### src/design/rtc_pkg.sv
// Shared constants and types of the BCD clock/calendar register core
package rtc_pkg;

	// ****************************************************************
	// Timing
	// ****************************************************************
	localparam int unsigned CLK_NS     = 20;
	localparam int unsigned GLITCH_NS  = 5000;
	localparam int unsigned GLITCH_CYC = (GLITCH_NS + CLK_NS - 1) / CLK_NS;
	localparam logic [14:0] PRESC_TOP  = 15'h7FFF;

	// ****************************************************************
	// Bus address and register map
	// ****************************************************************
	localparam logic [7:0] DEV_ADDR  = 8'hD0;
	localparam logic [5:0] REG_SEC   = 6'h00;
	localparam logic [5:0] REG_HOUR  = 6'h02;
	localparam logic [5:0] REG_CTRL  = 6'h07;
	localparam logic [5:0] RAM_BASE  = 6'h08;
	localparam logic [5:0] PTR_TOP   = 6'h3F;

	// ****************************************************************
	// Field positions
	// ****************************************************************
	localparam int unsigned HALT_BIT   = 7;
	localparam int unsigned MODE12_BIT = 6;
	localparam int unsigned PM_BIT     = 5;
	localparam int unsigned OUT_BIT    = 7;
	localparam int unsigned EXT_CLOCK_INPUT_ENABLE_BIT   = 6;
	localparam int unsigned OSF_BIT    = 5;
	localparam int unsigned SQUARE_WAVE_ENABLE_BIT   = 4;
	localparam int unsigned LOS_BIT    = 3;
	localparam int unsigned BACKUP_PIN_ENABLE_BIT  = 2;

	// ****************************************************************
	// Reset values and write masks, index 6 = year .. 0 = seconds
	// ****************************************************************
	localparam logic [7:0]      CTRL_RST = 8'hBF;
	localparam logic [6:0][7:0] TM_RST   = {8'h00, 8'h01, 8'h01, 8'h01, 8'h00, 8'h00, 8'h00};
	localparam logic [6:0][7:0] WR_MASK  = {8'hFF, 8'h1F, 8'h3F, 8'h07, 8'h7F, 8'h7F, 8'hFF};

	typedef enum logic [2:0] {
		ST_IDLE = 3'b000,
		ST_ADDR = 3'b001,
		ST_AACK = 3'b010,
		ST_WR   = 3'b011,
		ST_WACK = 3'b100,
		ST_RD   = 3'b101,
		ST_RACK = 3'b110
	} rtc_st_e;

endpackage

### src/design/rtc_osc_if.sv
// Carrier between the oscillator filter and the register core
`timescale 1ns/1ps
`default_nettype none
interface rtc_osc_if;
	logic filt_en;
	logic tick;
	logic lvl;
	modport src (input filt_en, output tick, output lvl);
	modport snk (output filt_en, input tick, input lvl);
endinterface
`default_nettype wire

### src/design/rtc_core.sv
// BCD clock/calendar register core with serial slave port and user RAM
// Function
// RQ1 - After START and matching address, transfer successive locations, pointer advancing per byte.
// RQ2 - Refuse all register access while primary supply is below threshold.
// RQ3 - Re-enable access only after recovery delay once supply returns.
// RQ4 - First power-up loads 01/01/00, weekday 01, 00:00:00, halt cleared.
// RQ5 - No backup draw until supply has exceeded threshold once.
// RQ6 - Filter oscillator glitches under 5us while supply is good.
// RQ7 - Locations 0-7 are clock and control, 8-3F are 56 RAM bytes.
// RQ8 - Pointer wraps from 3F to 0 during multibyte access.
// RQ9 - Snapshot time into user buffers on START and pointer wrap; read buffers.
// RQ10 - All time fields held and counted in BCD tens and units.
// RQ11 - Halt bit in register 0 bit 7 stops oscillator and counting; code stops counting only, wave pin still passes oscillator in rate 11.
// RQ12 - Weekday counts cyclically 1 to 7 at midnight.
// RQ13 - Date rolls at true month end, with leap-year February.
// RQ14 - Any seconds write resets the sub-second countdown chain.
// RQ15 - Written bytes commit at the acknowledge.
// RQ16 - Master writes remaining time registers within 1 second of seconds.
// RQ17 - 1Hz wave goes high 500ms after seconds write.
// RQ18 - Hours bit 6 selects 12-hour mode; bit 5 is PM or twenties.
// RQ19 - Master rewrites hours after changing 12/24 selection.
// RQ20 - Master writes only in-range values.
// RQ21 - Fixed-zero bits always read zero.
// RQ22 - Respond only to address D0h.
// RQ23 - Oscillator-stopped flag sets on run-to-stop, clears only by writing zero.
// RQ24 - 12-hour mode counts 12,1..11, PM toggles at 11 to 12.
// RQ25 - Supply loss mid-transfer abandons transfer and releases data line.
`timescale 1ns/1ps
`default_nettype none
module rtc_core #(
	parameter int unsigned REC_US = 2000
) (
	input  wire logic mclk_i,
	input  wire logic nrst_i,
	input  wire logic scl_i,
	input  wire logic sda_i,
	output logic      sda_o,
	output logic      sda_oe_o,
	input  wire logic osc_i,
	input  wire logic vcc_ok_i,
	input  wire logic vcc_gt_bat_i,
	output logic      backup_power_o,
	output logic      access_enabled_o,
	output logic      wave_or_ref_pin_o,
	output logic      wave_or_ref_pin_oe_o
);
	import rtc_pkg::*;

	localparam int unsigned REC_CYC = (REC_US * 1000) / CLK_NS;

	if (REC_CYC < 1 || REC_CYC > 24'hFF_FFFF) begin : g_chk
		$error("recovery delay does not fit the counter");
	end

	typedef struct packed {
		rtc_st_e          st;
		logic [3:0]       bits;
		logic [7:0]       sh;
		logic             rw;
		logic             ptr_set;
		logic [5:0]       ptr;
		logic             sda_oe;
		logic [2:0]       scl_s;
		logic [2:0]       sda_s;
		logic [1:0]       vok_s;
		logic [1:0]       gtb_s;
		logic [23:0]      rec_cnt;
		logic             acc_en;
		logic             unsealed;
		logic             backup;
		logic [14:0]      presc;
		logic [6:0][7:0]  tm;
		logic [6:0][7:0]  shd;
		logic [7:0]       ctrl;
		logic [55:0][7:0] ram;
		logic             wave_oe;
	} rtc_core_s;

	rtc_core_s r;
	rtc_core_s n;
	rtc_osc_if osc ();

	rtc_osc_filter u_filt (
		.mclk_i (mclk_i),
		.nrst_i (nrst_i),
		.osc_i  (osc_i),
		.osc    (osc.src)
	);

	// ****************************************************************
	// Helpers
	// ****************************************************************
	function automatic logic [8:0] bcd_inc(input logic [7:0] v, input logic [7:0] top, input logic [7:0] lo);
		if (v == top) begin
			bcd_inc = {1'b1, lo};
		end else if (v[3:0] == 4'h9) begin
			bcd_inc = {1'b0, v[7:4] + 4'h1, 4'h0};
		end else begin
			bcd_inc = {1'b0, v[7:4], v[3:0] + 4'h1};
		end
	endfunction

	function automatic logic [7:0] month_len(input logic [7:0] m, input logic [7:0] y);
		logic leap;
		leap = y[4] ? (y[3:0] == 4'h2 || y[3:0] == 4'h6) : (y[3:0] == 4'h0 || y[3:0] == 4'h4 || y[3:0] == 4'h8);
		case (m)
			8'h02: month_len = leap ? 8'h29 : 8'h28;
			8'h04, 8'h06, 8'h09, 8'h11: month_len = 8'h30;
			default: month_len = 8'h31;
		endcase
	endfunction

	// ****************************************************************
	// Next state
	// ****************************************************************
	always_comb begin
		logic       scl_rise;
		logic       scl_fall;
		logic       start_c;
		logic       stop_c;
		logic       wr;
		logic       adv;
		logic       dc;
		logic [8:0] c;
		logic [7:0] rd;
		logic       wlvl;
		scl_rise = 1'b0;
		scl_fall = 1'b0;
		start_c = 1'b0;
		stop_c = 1'b0;
		wr = 1'b0;
		adv = 1'b0;
		dc = 1'b0;
		c = 9'h000;
		rd = 8'h00;
		wlvl = 1'b0;
		n = r;
		n.scl_s = {r.scl_s[1:0], scl_i};
		n.sda_s = {r.sda_s[1:0], sda_i};
		n.vok_s = {r.vok_s[0], vcc_ok_i};
		n.gtb_s = {r.gtb_s[0], vcc_gt_bat_i};
		scl_rise = r.scl_s[1] & ~r.scl_s[2];
		scl_fall = ~r.scl_s[1] & r.scl_s[2];
		start_c = r.scl_s[1] & r.scl_s[2] & ~r.sda_s[1] & r.sda_s[2];
		stop_c = r.scl_s[1] & r.scl_s[2] & r.sda_s[1] & ~r.sda_s[2];

		// RQ3 recovery delay
		if (!r.vok_s[1]) begin
			n.acc_en = 1'b0;
			n.rec_cnt = 24'h00_0000;
		end else if (!r.acc_en) begin
			n.rec_cnt = r.rec_cnt + 24'h00_0001;
			n.acc_en = (r.rec_cnt == 24'(REC_CYC - 1));
		end
		// RQ5 freshness seal
		if (r.vok_s[1]) begin
			n.unsealed = 1'b1;
		end
		n.backup = r.unsealed & ~r.vok_s[1] & ~r.gtb_s[1];

		// Read source: buffered time, control, or RAM
		if (r.ptr == REG_CTRL) begin
			rd = r.ctrl;
		end else if (r.ptr < REG_CTRL) begin
			rd = r.shd[r.ptr[2:0]];
		end else begin
			rd = r.ram[6'(r.ptr - RAM_BASE)];
		end

		// ************************************************************
		// Serial slave
		// ************************************************************
		if (!r.acc_en) begin
			// RQ2 RQ25 abandon and release
			n.st = ST_IDLE;
			n.sda_oe = 1'b0;
		end else if (start_c) begin
			n.st = ST_ADDR;
			n.bits = 4'h0;
			n.sda_oe = 1'b0;
		end else if (stop_c) begin
			n.st = ST_IDLE;
			n.sda_oe = 1'b0;
		end else begin
			case (r.st)
				ST_ADDR, ST_WR: begin
					if (scl_rise && r.bits != 4'h8) begin
						n.sh = {r.sh[6:0], r.sda_s[1]};
						n.bits = r.bits + 4'h1;
					end else if (scl_fall && r.bits == 4'h8) begin
						if (r.st == ST_WR) begin
							// RQ15 commit on ack
							n.sda_oe = 1'b1;
							n.st = ST_WACK;
							wr = 1'b1;
						// RQ22 address match
						end else if (r.sh[7:1] == DEV_ADDR[7:1]) begin
							n.sda_oe = 1'b1;
							n.rw = r.sh[0];
							n.st = ST_AACK;
						end else begin
							n.st = ST_IDLE;
						end
					end
				end
				ST_AACK, ST_WACK, ST_RACK: begin
					if (r.st == ST_RACK && scl_rise && r.sda_s[1]) begin
						n.st = ST_IDLE;
					end else if (scl_fall) begin
						n.bits = 4'h0;
						n.sda_oe = 1'b0;
						n.st = ST_WR;
						n.ptr_set = (r.st == ST_AACK);
						if (r.st == ST_RACK || (r.st == ST_AACK && r.rw)) begin
							n.sh = rd;
							n.sda_oe = ~rd[7];
							n.bits = 4'h1;
							n.st = ST_RD;
						end
					end
				end
				ST_RD: begin
					if (scl_fall) begin
						if (r.bits == 4'h8) begin
							// RQ1 advance after each byte
							n.sda_oe = 1'b0;
							n.st = ST_RACK;
							adv = 1'b1;
						end else begin
							n.sh = {r.sh[6:0], 1'b0};
							n.sda_oe = ~r.sh[6];
							n.bits = r.bits + 4'h1;
						end
					end
				end
				default: begin
					n.sda_oe = 1'b0;
				end
			endcase
		end

		// ************************************************************
		// Countdown chain and calendar
		// ************************************************************
		// RQ11 halt stops counting
		if (osc.tick && !r.tm[0][HALT_BIT]) begin
			n.presc = r.presc + 15'h0001;
			if (r.presc == PRESC_TOP) begin
				// RQ10 BCD seconds
				c = bcd_inc({1'b0, r.tm[0][6:0]}, 8'h59, 8'h00);
				n.tm[0] = c[7:0];
				if (c[8]) begin
					c = bcd_inc(r.tm[1], 8'h59, 8'h00);
					n.tm[1] = c[7:0];
					if (c[8]) begin
						// RQ18 RQ24 hour modes
						if (r.tm[2][MODE12_BIT]) begin
							if (r.tm[2][4:0] == 5'h11) begin
								n.tm[2] = {2'b01, ~r.tm[2][PM_BIT], 5'h12};
								dc = r.tm[2][PM_BIT];
							end else if (r.tm[2][4:0] == 5'h12) begin
								n.tm[2] = {r.tm[2][7:5], 5'h01};
							end else begin
								c = bcd_inc({3'b000, r.tm[2][4:0]}, 8'h12, 8'h01);
								n.tm[2] = {r.tm[2][7:5], c[4:0]};
							end
						end else begin
							c = bcd_inc({2'b00, r.tm[2][5:0]}, 8'h23, 8'h00);
							n.tm[2] = {2'b00, c[5:0]};
							dc = c[8];
						end
						if (dc) begin
							// RQ12 weekday cycle
							c = bcd_inc(r.tm[3], 8'h07, 8'h01);
							n.tm[3] = c[7:0];
							// RQ13 month end
							c = bcd_inc(r.tm[4], month_len(r.tm[5], r.tm[6]), 8'h01);
							n.tm[4] = c[7:0];
							if (c[8]) begin
								c = bcd_inc(r.tm[5], 8'h12, 8'h01);
								n.tm[5] = c[7:0];
								if (c[8]) begin
									c = bcd_inc(r.tm[6], 8'h99, 8'h00);
									n.tm[6] = c[7:0];
								end
							end
						end
					end
				end
			end
		end

		// ************************************************************
		// Register writes and pointer
		// ************************************************************
		if (wr) begin
			if (r.ptr_set) begin
				n.ptr = r.sh[5:0];
			end else begin
				adv = 1'b1;
				if (r.ptr < REG_CTRL) begin
					// RQ21 fixed zeros masked
					n.tm[r.ptr[2:0]] = r.sh & WR_MASK[r.ptr[2:0]];
					if (r.ptr == REG_SEC) begin
						// RQ14 reset countdown
						n.presc = 15'h0000;
					end
				end else if (r.ptr == REG_CTRL) begin
					n.ctrl = {r.sh[7:6], r.ctrl[OSF_BIT] & r.sh[OSF_BIT], r.sh[4],
						r.ctrl[LOS_BIT] & r.sh[LOS_BIT], r.sh[2:0]};
				end else begin
					// RQ7 user RAM
					n.ram[6'(r.ptr - RAM_BASE)] = r.sh;
				end
			end
		end
		// RQ23 set wins over clear
		if (!r.tm[0][HALT_BIT] && n.tm[0][HALT_BIT]) begin
			n.ctrl[OSF_BIT] = 1'b1;
		end
		if (adv) begin
			// RQ8 wrap to zero
			n.ptr = r.ptr + 6'h01;
		end
		// RQ9 snapshot
		if ((r.acc_en && start_c) || (adv && r.ptr == PTR_TOP)) begin
			n.shd = n.tm;
		end

		// ************************************************************
		// Wave pin, open drain
		// ************************************************************
		// RQ17 1Hz phase from chain
		case (r.ctrl[1:0])
			2'b00: wlvl = r.presc[14];
			2'b01: wlvl = r.presc[2];
			2'b10: wlvl = r.presc[1];
			default: wlvl = osc.lvl;
		endcase
		if (!r.ctrl[SQUARE_WAVE_ENABLE_BIT]) begin
			wlvl = r.ctrl[OUT_BIT];
		end
		n.wave_oe = ~wlvl & ~r.ctrl[EXT_CLOCK_INPUT_ENABLE_BIT] & ~(r.backup & ~r.ctrl[BACKUP_PIN_ENABLE_BIT]);
	end

	// ****************************************************************
	// State register
	// ****************************************************************
	always_ff @(posedge mclk_i or negedge nrst_i) begin
		if (!nrst_i) begin
			r <= '0;
			// RQ4 first power-up values
			r.tm <= TM_RST;
			r.shd <= TM_RST;
			r.ctrl <= CTRL_RST;
			r.scl_s <= 3'b111;
			r.sda_s <= 3'b111;
		end else begin
			r <= n;
		end
	end

	assign osc.filt_en = r.vok_s[1];
	assign sda_o = 1'b0;
	assign sda_oe_o = r.sda_oe;
	assign backup_power_o = r.backup;
	assign access_enabled_o = r.acc_en;
	assign wave_or_ref_pin_o = 1'b0;
	assign wave_or_ref_pin_oe_o = r.wave_oe;
endmodule
`default_nettype wire

### src/design/rtc_osc_filter.sv
// Oscillator input synchroniser and glitch filter
`timescale 1ns/1ps
`default_nettype none
module rtc_osc_filter (
	input  wire logic mclk_i,
	input  wire logic nrst_i,
	input  wire logic osc_i,
	rtc_osc_if.src    osc
);
	import rtc_pkg::*;

	typedef struct packed {
		logic [1:0] sy;
		logic       lvl;
		logic [8:0] cnt;
		logic       tick;
	} rtc_filt_s;

	rtc_filt_s r;
	rtc_filt_s n;

	if (GLITCH_CYC < 1 || GLITCH_CYC > 511) begin : g_chk
		$error("glitch count does not fit the filter counter");
	end

	always_comb begin
		n = r;
		n.sy = {r.sy[0], osc_i};
		n.tick = 1'b0;
		if (r.sy[1] != r.lvl) begin
			// RQ6 glitch filter
			if (!osc.filt_en || r.cnt == 9'(GLITCH_CYC - 1)) begin
				n.lvl = r.sy[1];
				n.cnt = 9'h000;
				n.tick = r.sy[1];
			end else begin
				n.cnt = r.cnt + 9'h001;
			end
		end else begin
			n.cnt = 9'h000;
		end
	end

	always_ff @(posedge mclk_i or negedge nrst_i) begin
		if (!nrst_i) begin
			r <= '0;
		end else begin
			r <= n;
		end
	end

	assign osc.tick = r.tick;
	assign osc.lvl  = r.lvl;
endmodule
`default_nettype wire

### config.mk
export PLATFORM = sky130hd
export DESIGN_NAME = rtc_core
export DESIGN_NICKNAME = d
export VERILOG_FILES = /design/src/design/rtc_pkg.sv /design/src/design/rtc_osc_if.sv /design/src/design/rtc_core.sv /design/src/design/rtc_osc_filter.sv
export SDC_FILE = /design/constraint.sdc
export NUM_CORES = 1
export LEC_CHECK = 0
export BUFFER_PORTS_ARGS = -buffer_cell sky130_fd_sc_hd__buf_2
export CORE_ASPECT_RATIO = 0.6
export CORE_MARGIN = 5
export CORE_UTILIZATION = 25
export DETAILED_ROUTE_END_ITERATION = 7
export PLACE_DENSITY = 0.36
export SLEW_MARGIN = 20
export SYNTH_ARGS = -nofsm -noshare
export SYNTH_HDL_FRONTEND = slang
export SYNTH_SLANG_ARGS = --single-unit
export TNS_END_PERCENT = 30
### constraint.sdc
create_clock -name mclk_i -period 3.7 [get_ports mclk_i]
set_input_delay 0.555 -clock mclk_i [delete_from_list [all_inputs] [get_ports mclk_i]]
set_output_delay 0.555 -clock mclk_i [all_outputs]
set_load 0.01 [all_outputs]
---- Word-level counts from Yosys, hierarchy flattened ----
Memories as Yosys holds them, arrays and structs flattened.
Cells that the tools add are included.
operators by class
  add/subtract/negate cells ............... 21
  order comparisons ....................... 5
  equal/unequal tests ..................... 65
  mux-type cells .......................... 145
  bitwise logic cells ..................... 36
  reductions and logical operators ........ 42
operators by type and width
  cell                                                              number
  454-bit two-way mux                                               3
  448-bit bitwise mux                                               1
  448-bit two-way mux                                               1
  71-bit two-way mux                                                4
  9-bit two-way mux                                                 23
  8-bit two-way mux                                                 23
  15-bit two-way mux                                                7
  56-bit bitwise mux                                                1
  56-bit two-way mux                                                1
  4-bit by 1-bit adder with 4-bit output (second input constant)    13
  25-bit two-way mux                                                2
  8-bit binary-select mux with 6-bit select                         1
  8-bit demux with 6-bit select                                     1
  48-bit two-way mux                                                1
  1-bit two-way mux                                                 47
  15-bit one-hot mux with 3 select lines                            1
  40-bit two-way mux                                                1
  4-bit == test (second input constant)                             9
  12-bit two-way mux                                                3
  5-bit inequality test (second input constant)                     7
  32-bit two-way mux                                                1
  24-bit by 1-bit adder with 24-bit output (second input constant)  1
  8-bit binary-select mux with 3-bit select                         1
  8-bit demux with 3-bit select                                     1
  other kinds (69)                                                  160
word-level totals
  register bits ........................... 658
  bits in read-only memories .............. 64
  input port bits ......................... 7
  output and inout port bits .............. 6
  word-level logic and storage cells ...... 408
  memories kept ........................... 1
memories
  name              words  bits a word  read ports  clocked after Yosys merged registers in  wr ports  line             text
  (name not given)  8      8            1           0                                        0         rtc_core.sv:303  n.tm[r.ptr[2:0]] = r.sh & WR_MASK[r.ptr[2:0]];

---- Depth between registers and ports, before layout ----
Gate-level depths: netlist of the first run.
  word-level depth ........................ 44
  mapped depth ............................ 12
  mapped depth without buffers ............ 9

---- Cells and area by module ----
From an unflattened synthesis of the first run, not the netlist that was laid out.
second synthesis, totals
  cells, all modules ...................... 2688
  area total of the unflattened synthesis .. 30992.2 um2
by module, submodules not included
  module          instances  cells an instance  area each (um2)  seq. area each (um2)
  rtc_core        1          2635               30392.9          16164.3
  rtc_osc_filter  1          53                 599.3            325.3

---- Worst setup path after synthesis of the first run ----
No wires, ideal clock.
  kind .................................... reg-to-reg
  start point ............................. reg r[625] (netlist bit)
  end point ............................... reg r[632] (netlist bit)
  setup time .............................. 143 ps
  data arrival time ....................... 2704 ps
  required time ........................... 3557 ps
  path slack .............................. 854 ps
  cell stages (with the launch flop) ...... 11
  path buffers ............................ 3
  period minus slack after synthesis ...... 2846 ps
  path through ............................ dfrtp_1 -> clkbuf_1 -> inv_1 -> ha_1 -> xor2_1 -> or3_1 -> clkbuf_1 -> buf_1 -> o2111ai_1 -> nor4b_1 -> o221ai_1
on the way
  cells in the longest elaborated chain, start to end .. 12
  elaborated cells between the ends (all ways) .. 14
  those cells by class .................... add/sub: 1; order compare: 1; eq/ne: 1; mux: 11
ends and longest elaborated chain
  element                                      line             text
  start: declaration                           rtc_core.sv:79   rtc_core_s r;
  start signal: assignment                     rtc_core.sv:359  r <= n;
  6-bit by 4-bit subtractor with 6-bit output  rtc_core.sv:167  rd = r.ram[6'(r.ptr - RAM_BASE)];
  8-bit binary-select mux with 6-bit select    rtc_core.sv:167
  8-bit two-way mux (not written as such)      rtc_core.sv:167
  8-bit two-way mux                            rtc_core.sv:164  end else if (r.ptr < REG_CTRL) begin
  8-bit two-way mux *                          rtc_core.sv:162  if (r.ptr == REG_CTRL) begin
  15-bit two-way mux *                         rtc_core.sv:214  if (r.st == ST_RACK || (r.st == ST_AACK && r.rw)) begin
  15-bit two-way mux *                         rtc_core.sv:209  end else if (scl_fall) begin
  15-bit two-way mux *                         rtc_core.sv:181  end else if (stop_c) begin
  15-bit two-way mux *                         rtc_core.sv:177  end else if (start_c) begin
  15-bit two-way mux *                         rtc_core.sv:173  if (!r.acc_en) begin
  12-bit two-way mux *                         rtc_core.sv:207  if (r.st == ST_RACK && scl_rise && r.sda_s[1]) begin
  15-bit one-hot mux with 3 select lines *     rtc_core.sv:185  case (r.st)
Every way passes the cells marked *; elsewhere a longest branch is shown, timed or not. The select of a mux whose other input is x is not followed.
A chain may end at the register's enable or synchronous reset.

---- Worst setup path in the final report of the first run ----
  start point ............................. reg r[623] (netlist bit)
  end point ............................... reg r[636] (netlist bit)
Same word-level chain as after synthesis.

==> results of run 1 <==
how the worst min path moves through the flow:
stage	from	slack, ps	cells after the start	to
floorplan	nrst_i	260	0	asynchronous set/reset pin
global placement	n[612]	330	0	r[612]
detailed placement	n[614]	340	0	osc.filt_en
CTS	n[614]	350	0	osc.filt_en
global route	n[614]	360	0	osc.filt_en
finish	n[612]	350	0	r[612]
area by class of cell:
type / instances / share of cell area (%)
Clock buffer: 104 / 5.66
Clock inverter: 25 / 0.609
Inverter: 48 / 0.482
Multi-Input combinational cell: 1823 / 39.2
Sequential cell: 658 / 44.2
Tap cell: 1699 / 5.69
Timing Repair Buffer: 175 / 4.18
synth_stat cells (all sizes together) (12+ instances only):
| library cell | number | area, um^2 |
|---|---|---|
| a2111oi | 21 | 221 |
| nor4b | 18 | 158 |
| buf | 52 | 246 |
| mux2i | 26 | 260 |
| o31ai | 23 | 173 |
| nand3 | 54 | 270 |
| nand3b | 14 | 105 |
| and3 | 16 | 100 |
| nor2b | 26 | 163 |
| and4b | 15 | 150 |
| o211ai | 12 | 95.1 |
| xnor2 | 29 | 254 |
| dfrtp | 639 | 16000 |
| and2 | 18 | 113 |
| ha | 35 | 438 |
| a22oi | 123 | 923 |
| xor2 | 27 | 236 |
| a21oi | 55 | 275 |
| a221oi | 19 | 166 |
| a221o | 12 | 120 |
| clkbuf | 134 | 503 |
| nor4bb | 14 | 140 |
| nor2 | 151 | 567 |
| a31oi | 52 | 325 |
| or4 | 14 | 109 |
| nand4 | 31 | 194 |
| o21ai | 57 | 285 |
| dfstp | 19 | 499 |
| mux2 | 512 | 5770 |
| nand2 | 155 | 582 |
| and4 | 24 | 210 |
| nor3 | 35 | 215 |
| nand2b | 19 | 119 |
| inv | 46 | 173 |
| nor4 | 12 | 87.6 |
| a22o | 19 | 166 |
cells by family (layout without fill, tap and decap cells):
| kind of cell | count (synthesis) | count (layout) |
|---|---|---|
| AO/OA/AOI/OAI | 520 | 520 |
| multiplexers | 544 | 544 |
| adder cells (fa/ha/maj) | 35 | 35 |
| flip-flops | 658 | 658 |
| XOR/XNOR | 56 | 56 |
| other | 1 | 2 |
| buffers and inverters | 234 | 352 |
| AND/OR/NAND/NOR | 666 | 666 |
power breakdown:
part / internal, mW / total, mW / switching (mW)
sequential: 7.24 / 7.28 / 0.0416
clock: 4.14 / 7.38 / 3.23
combinational: 0.0655 / 0.271 / 0.205
through the flow:
stage	hold slack, ps	instances	cell area (um^2)	setup slack, ps
after CTS	352	4532	37400	69.9
after floorplan	259	2715	32000	854
after global routing	363	4532	37400	91.5
final	352	4532	37400	-11.2
after detailed placement	339	4397	35000	80.4
after global placement	333	4397	35000	-97.0
critical path: stages (launching register included):
cell,delay [ps]
dfrtp_4,740
buf_12,280
mux2_2,450
a22oi_1,300
a31oi_1,240
or4_1,500
nor4_1,610
o311ai_0,280
layer usage:
metal	vias to the layer above	part of all wire, %	wire length, um	GRT usage (%)
li1	10300	-	-	-
met1	12500	55	66700	29.7
met2	656	37	45100	22.5
met3	102	6.1	7410	3.84
met4	2	1.2	1490	2.94
met5	-	0.0099	12	0
repair_timing:
item	in CTS	in global routing
hold buffers	6	0
endpoints found under the hold margin	56	0
setup endpoints to repair	0	3
gates resized for setup	0	3
==> metrics.md, run 1 <==
| Metric | Value |
|---|---|
| Io pins | 13 |
| Top_reg_cell synth | dfrtp_1 |
| Port Buf Inserts | 10 |
| Fin worst setup slack | -11.2 ps |
| #FFs+latches synth | 658 |
| First-pass GRT wire length | 176000 um |
| Failing checks | negative setup slack |
| Clock slew at reported path FFs | 70 ps |
| Layout area overhead | 16.8% |
| Register area | 16500 um^2 |
| Mapped Area | 32000 um^2 |
| Final core utilization | 29.5% |
| Post-DP HPWL | 84000 um |
| Initial Utilization | 25.2% |
| Reg-to-Reg End | r[636] |
| CTS sink count | 658 |
| Routed len/inst | 26.6 um |
| Routability cong. | 0.827 |
| Fraction of layout cells with a size suffix above 1 | 31.1% |
| Static leakage | 16.7 nW |
| Clock buffer depth | 3 |
| Chip height | 287 um |
| Die area | 136000 um^2 |
| Fin Clk Skew | 43.9 ps |
| Most common cell after layout, fill and taps aside | dfrtp_1 |
| Crit. Startpoint | r[623] |
| Min Tclk post-route | 3710 ps |
| Async SR Flop Fraction | 100% |
| Worst reg2reg path startpoint | r[623] |
| Synth cell types | 87 |
| Final Cycle Share | 100% |
| Xor and xnor area share after synthesis | 1.53% |
| CTS root buffer | clkbuf_16 |
| Largest family of logic cells by synthesized area | multiplexers |
| Post-synthesis adder-cell area fraction | 1.37% |
| Power density cells | 399 nW/um^2 |
| Status | finished, violations left |
| # fillers | 13000 |
| Post-synthesis compound-gate area fraction | 12.0% |
| Setup CP Type | flop to flop |
| Drt total wl | 121000 um |
| Core area | 127000 um^2 |
| Final Power | 14.9 mW |
| Final hold viol count | 0 |
| Fin Setup TNS | -11.2 ps |
| CP Max Fanout | 44 |
| Critical Path End | r[636] |
| Iteration-0 DRC Markers | 2246 |
| Avg Synthesized Cell Area | 11.8 um^2 |
| DRC | 0 |
| Max-slew violation count | 0 |
| YS warnings | 0 |
| Largest net degree at the start of global routing | 113 |
| Multi-input gate area | 14700 um^2 |
| Post-synth EDFFs | 0 |
| CTS Buf Count | 73 |
| Peak VDD IR | 336 uV |
| Vias in the first global route | 23600 |
| Slew HR | 24.5% |
| CTS H-tree lvls | 3 |
| TritonCTS clock tree | yes |
| Setup slack, reg-to-reg | -10 ps |
| RSZ-0062 raised after global routing | false |
| CP Launch Type | flop |
| Vias | 23600 |
| Critical Path AT | 4200 ps |
| Leading cell types in the layout, fill and taps excluded | 628 x dfrtp_1, 512 x mux2_2, 155 x nand2_1, 151 x nor2_1, 139 x buf_4 |
| FMAX | 269 MHz |
| CP Capture Type | flop |
| Total Nets Final | 2821 |
| Vias/cell | 5.20 |
| Maxcap violations | 0 |
| Cells on worst reg2reg path | 7 |
| Row count | 101 |
| Initial antenna violation count | 8 |
| Initial DRT Pass Iterations | 6 |
| Grt total ovfl | 0 |
| Pin slew with the least headroom to its limit | 1130 ps |
| CP Data Required Time | 4190 ps |
| # setup viols final | 1 |
| GRT Total Usage | 17.7% |
| Multiplexer area fraction after synthesis | 19.2% |
| Post-DRT Antenna Nets | 0 |
| Post-CTS Setup Bufs | 0 |
| Clock Latency Late Sink | 690 ps |
| Synth Area in Simple Gates | 11.5% |
| HP Class | flop to flop |
| # diodes | 0 |
| Die X | 472 um |
| Post-Syn Instances | 2714 |
| Post-synthesis sequential area ratio | 51.5% |
(Power assumes the default switching activity.)
==> run 2: changes to the inputs <==
PLACE_DENSITY = unset   (was 0.36)
PLACE_DENSITY_LB_ADDON = 0.25   (was unset)
==> metrics.md, run 2 (same netlist as run 1, synthesis figures left out) <==
| Metric | Value |
|---|---|
| CTS Buf Count | 68 |
| Critical path, cell by cell | buf_4 > buf_4 > a2111oi_1 > buf_4 > nand4_1 > nor2_1 > o31ai_1 > mux2_2 |
| CP Data Required Time | 4270 ps |
| Total Nets Final | 2814 |
| Final core utilization | 29.4% |
| CTS root buffer | clkbuf_16 |
| Register area | 16500 um^2 |
| Post-DRT Antenna Nets | 0 |
| Largest net degree at the start of global routing | 107 |
| Clock slew at reported path FFs | 60 ps |
| RSZ-0062 raised after global routing | false |
| Clock Latency Late Sink | 650 ps |
| Clock buffer depth | 3 |
| Routability cong. | 0.880 |
| Vias in the first global route | 22400 |
| FMAX | 285 MHz |
| Chip height | 287 um |
| Most common cell after layout, fill and taps aside | dfrtp_1 |
| Setup CP Type | flop to flop |
| Logic pwr share | 1.9% |
| TritonCTS clock tree | yes |
| Multi-input gate area | 14600 um^2 |
| # setup viols final | 0 |
| Port Buf Inserts | 10 |
| Die X | 472 um |
| Power density cells | 397 nW/um^2 |
| Die area | 136000 um^2 |
| Cell area after layout | 37400 um^2 |
| Crit path buffers/inverters | 3 |
| Initial Utilization | 25.2% |
| DRC | 0 |
| Initial DRT Pass Iterations | 5 |
| CP Launch Type | flop |
| CTS H-tree lvls | 3 |
| Post-DP HPWL | 78200 um |
| CP Capture Type | flop |
| CTS sink count | 658 |
| Maxcap violations | 0 |
| Crit-path max cell delay | 640 ps |
| Peak VDD IR | 263 uV |
| Pin slew with the least headroom to its limit | 1130 ps |
| Slew HR | 24.3% |
| Fin Setup TNS | 0 ps |
| # fillers | 13100 |
| CP Max Fanout | 25 |
| Post-CTS Setup Bufs | 0 |
| Status | finished, final reports clean |
| Iteration-0 DRC Markers | 2385 |
| Final Power | 14.8 mW |
| Layout area overhead | 16.7% |
| HP Class | flop to flop |
| Net Sw Power | 3.33 mW |
| Critical Path AT | 4070 ps |
| Fraction of layout cells with a size suffix above 1 | 30.8% |
| Io pins | 13 |
| Switch share | 22.4% |
| Internal power | 11.5 mW |
| Core area | 127000 um^2 |
| Vias | 23300 |
| First-pass GRT wire length | 165000 um |
| Most used cell, CP | buf_4 |
| Static leakage | 16.6 nW |
| Final Cycle Share | 94.7% |
| Drt total wl | 112000 um |
| Clk pwr share | 49.1% |
| Leading cell types in the layout, fill and taps excluded | 628 x dfrtp_1, 512 x mux2_2, 155 x nand2_1, 151 x nor2_1, 135 x buf_4 |
| Routed len/inst | 24.7 um |
| Row count | 101 |
| Initial antenna violation count | 11 |
| Min Tclk post-route | 3500 ps |
| Crit-path leading delay family | simple AND/OR/NAND/NOR gates |
| Final hold viol count | 0 |
| Sequential Power Share | 49.0% |
| DP Area | 35000 um^2 |
| CP max-delay cell | nor2_1 |
| Grt total ovfl | 0 |
| Max-slew violation count | 0 |
| Vias/cell | 5.14 |
| GRT Total Usage | 16.3% |
| Fin Clk Skew | 25.9 ps |
## run 2: worst reg2reg max path, cell delays in order (launching register included)
cell and delay (ps):
dfrtp_4 610, buf_4 280, buf_4 240, a2111oi_1 410
buf_4 270, nand4_1 460, nor2_1 640, o31ai_1 210
mux2_2 290
## run 2: metrics by stage
stage                     std cells  hold WS, ps  worst slack, ps
after CTS                      4523          353              144
after global placement         4395          333              206
final                          4526          349              195
after global routing           4524          361              104
after detailed placement       4395          340              183
after floorplan                2715          259              854
## run 2: cell type report
| class | instances | area share, % |
|---|---|---|
| tap | 1699 | 5.69 |
| timing repair buffer | 173 | 4.21 |
| multi-input combinational | 1823 | 39.2 |
| clock inverter | 18 | 0.673 |
| clock buffer | 104 | 5.52 |
| inverter | 48 | 0.482 |
| sequential | 658 | 44.2 |
| antenna | 3 | 0.0201 |
## run 2: layer usage
layer	GRT usage (%)	part of all wire, %	vias up
met1	27.4	54	12100
met5	0	0.012	-
met4	3.08	1.4	2
met2	18.9	35	766
met3	5.61	9.6	104
li1	-	-	10300
## run 2: final timing paths
| check | from | end | slack, ps | depth (start not counted) |
|---|---|---|---|---|
| setup / recovery | r[624] | r[481] | 200 | 8 |
| hold / removal | n[614] | osc.filt_en | 350 | 0 |
| setup reg to reg | r[624] | r[481] | 200 | 8 |
| hold reg to reg | n[614] | osc.filt_en | 350 | 0 |
| max in group asynchronous | nrst_i | asynchronous set/reset pin | 2110 | 3 |
| min in group asynchronous | nrst_i | r[522] | 480 | 2 |
## run 2: power groups by stage
stage	registers, mW	clock network [mW]	logic (mW)
floorplan	7.40	0	0.0771
global placement	7.41	0	0.283
detailed placement	7.41	0	0.282
CTS	7.28	7.51	0.289
global route	7.28	7.80	0.323
finish	7.28	7.29	0.275
## run 2: what timing repair did
item	CTS	global route
hold buffers	6	0
setup endpoints to repair	0	3
gates resized for setup	0	1
hold endpoints to repair	51	0
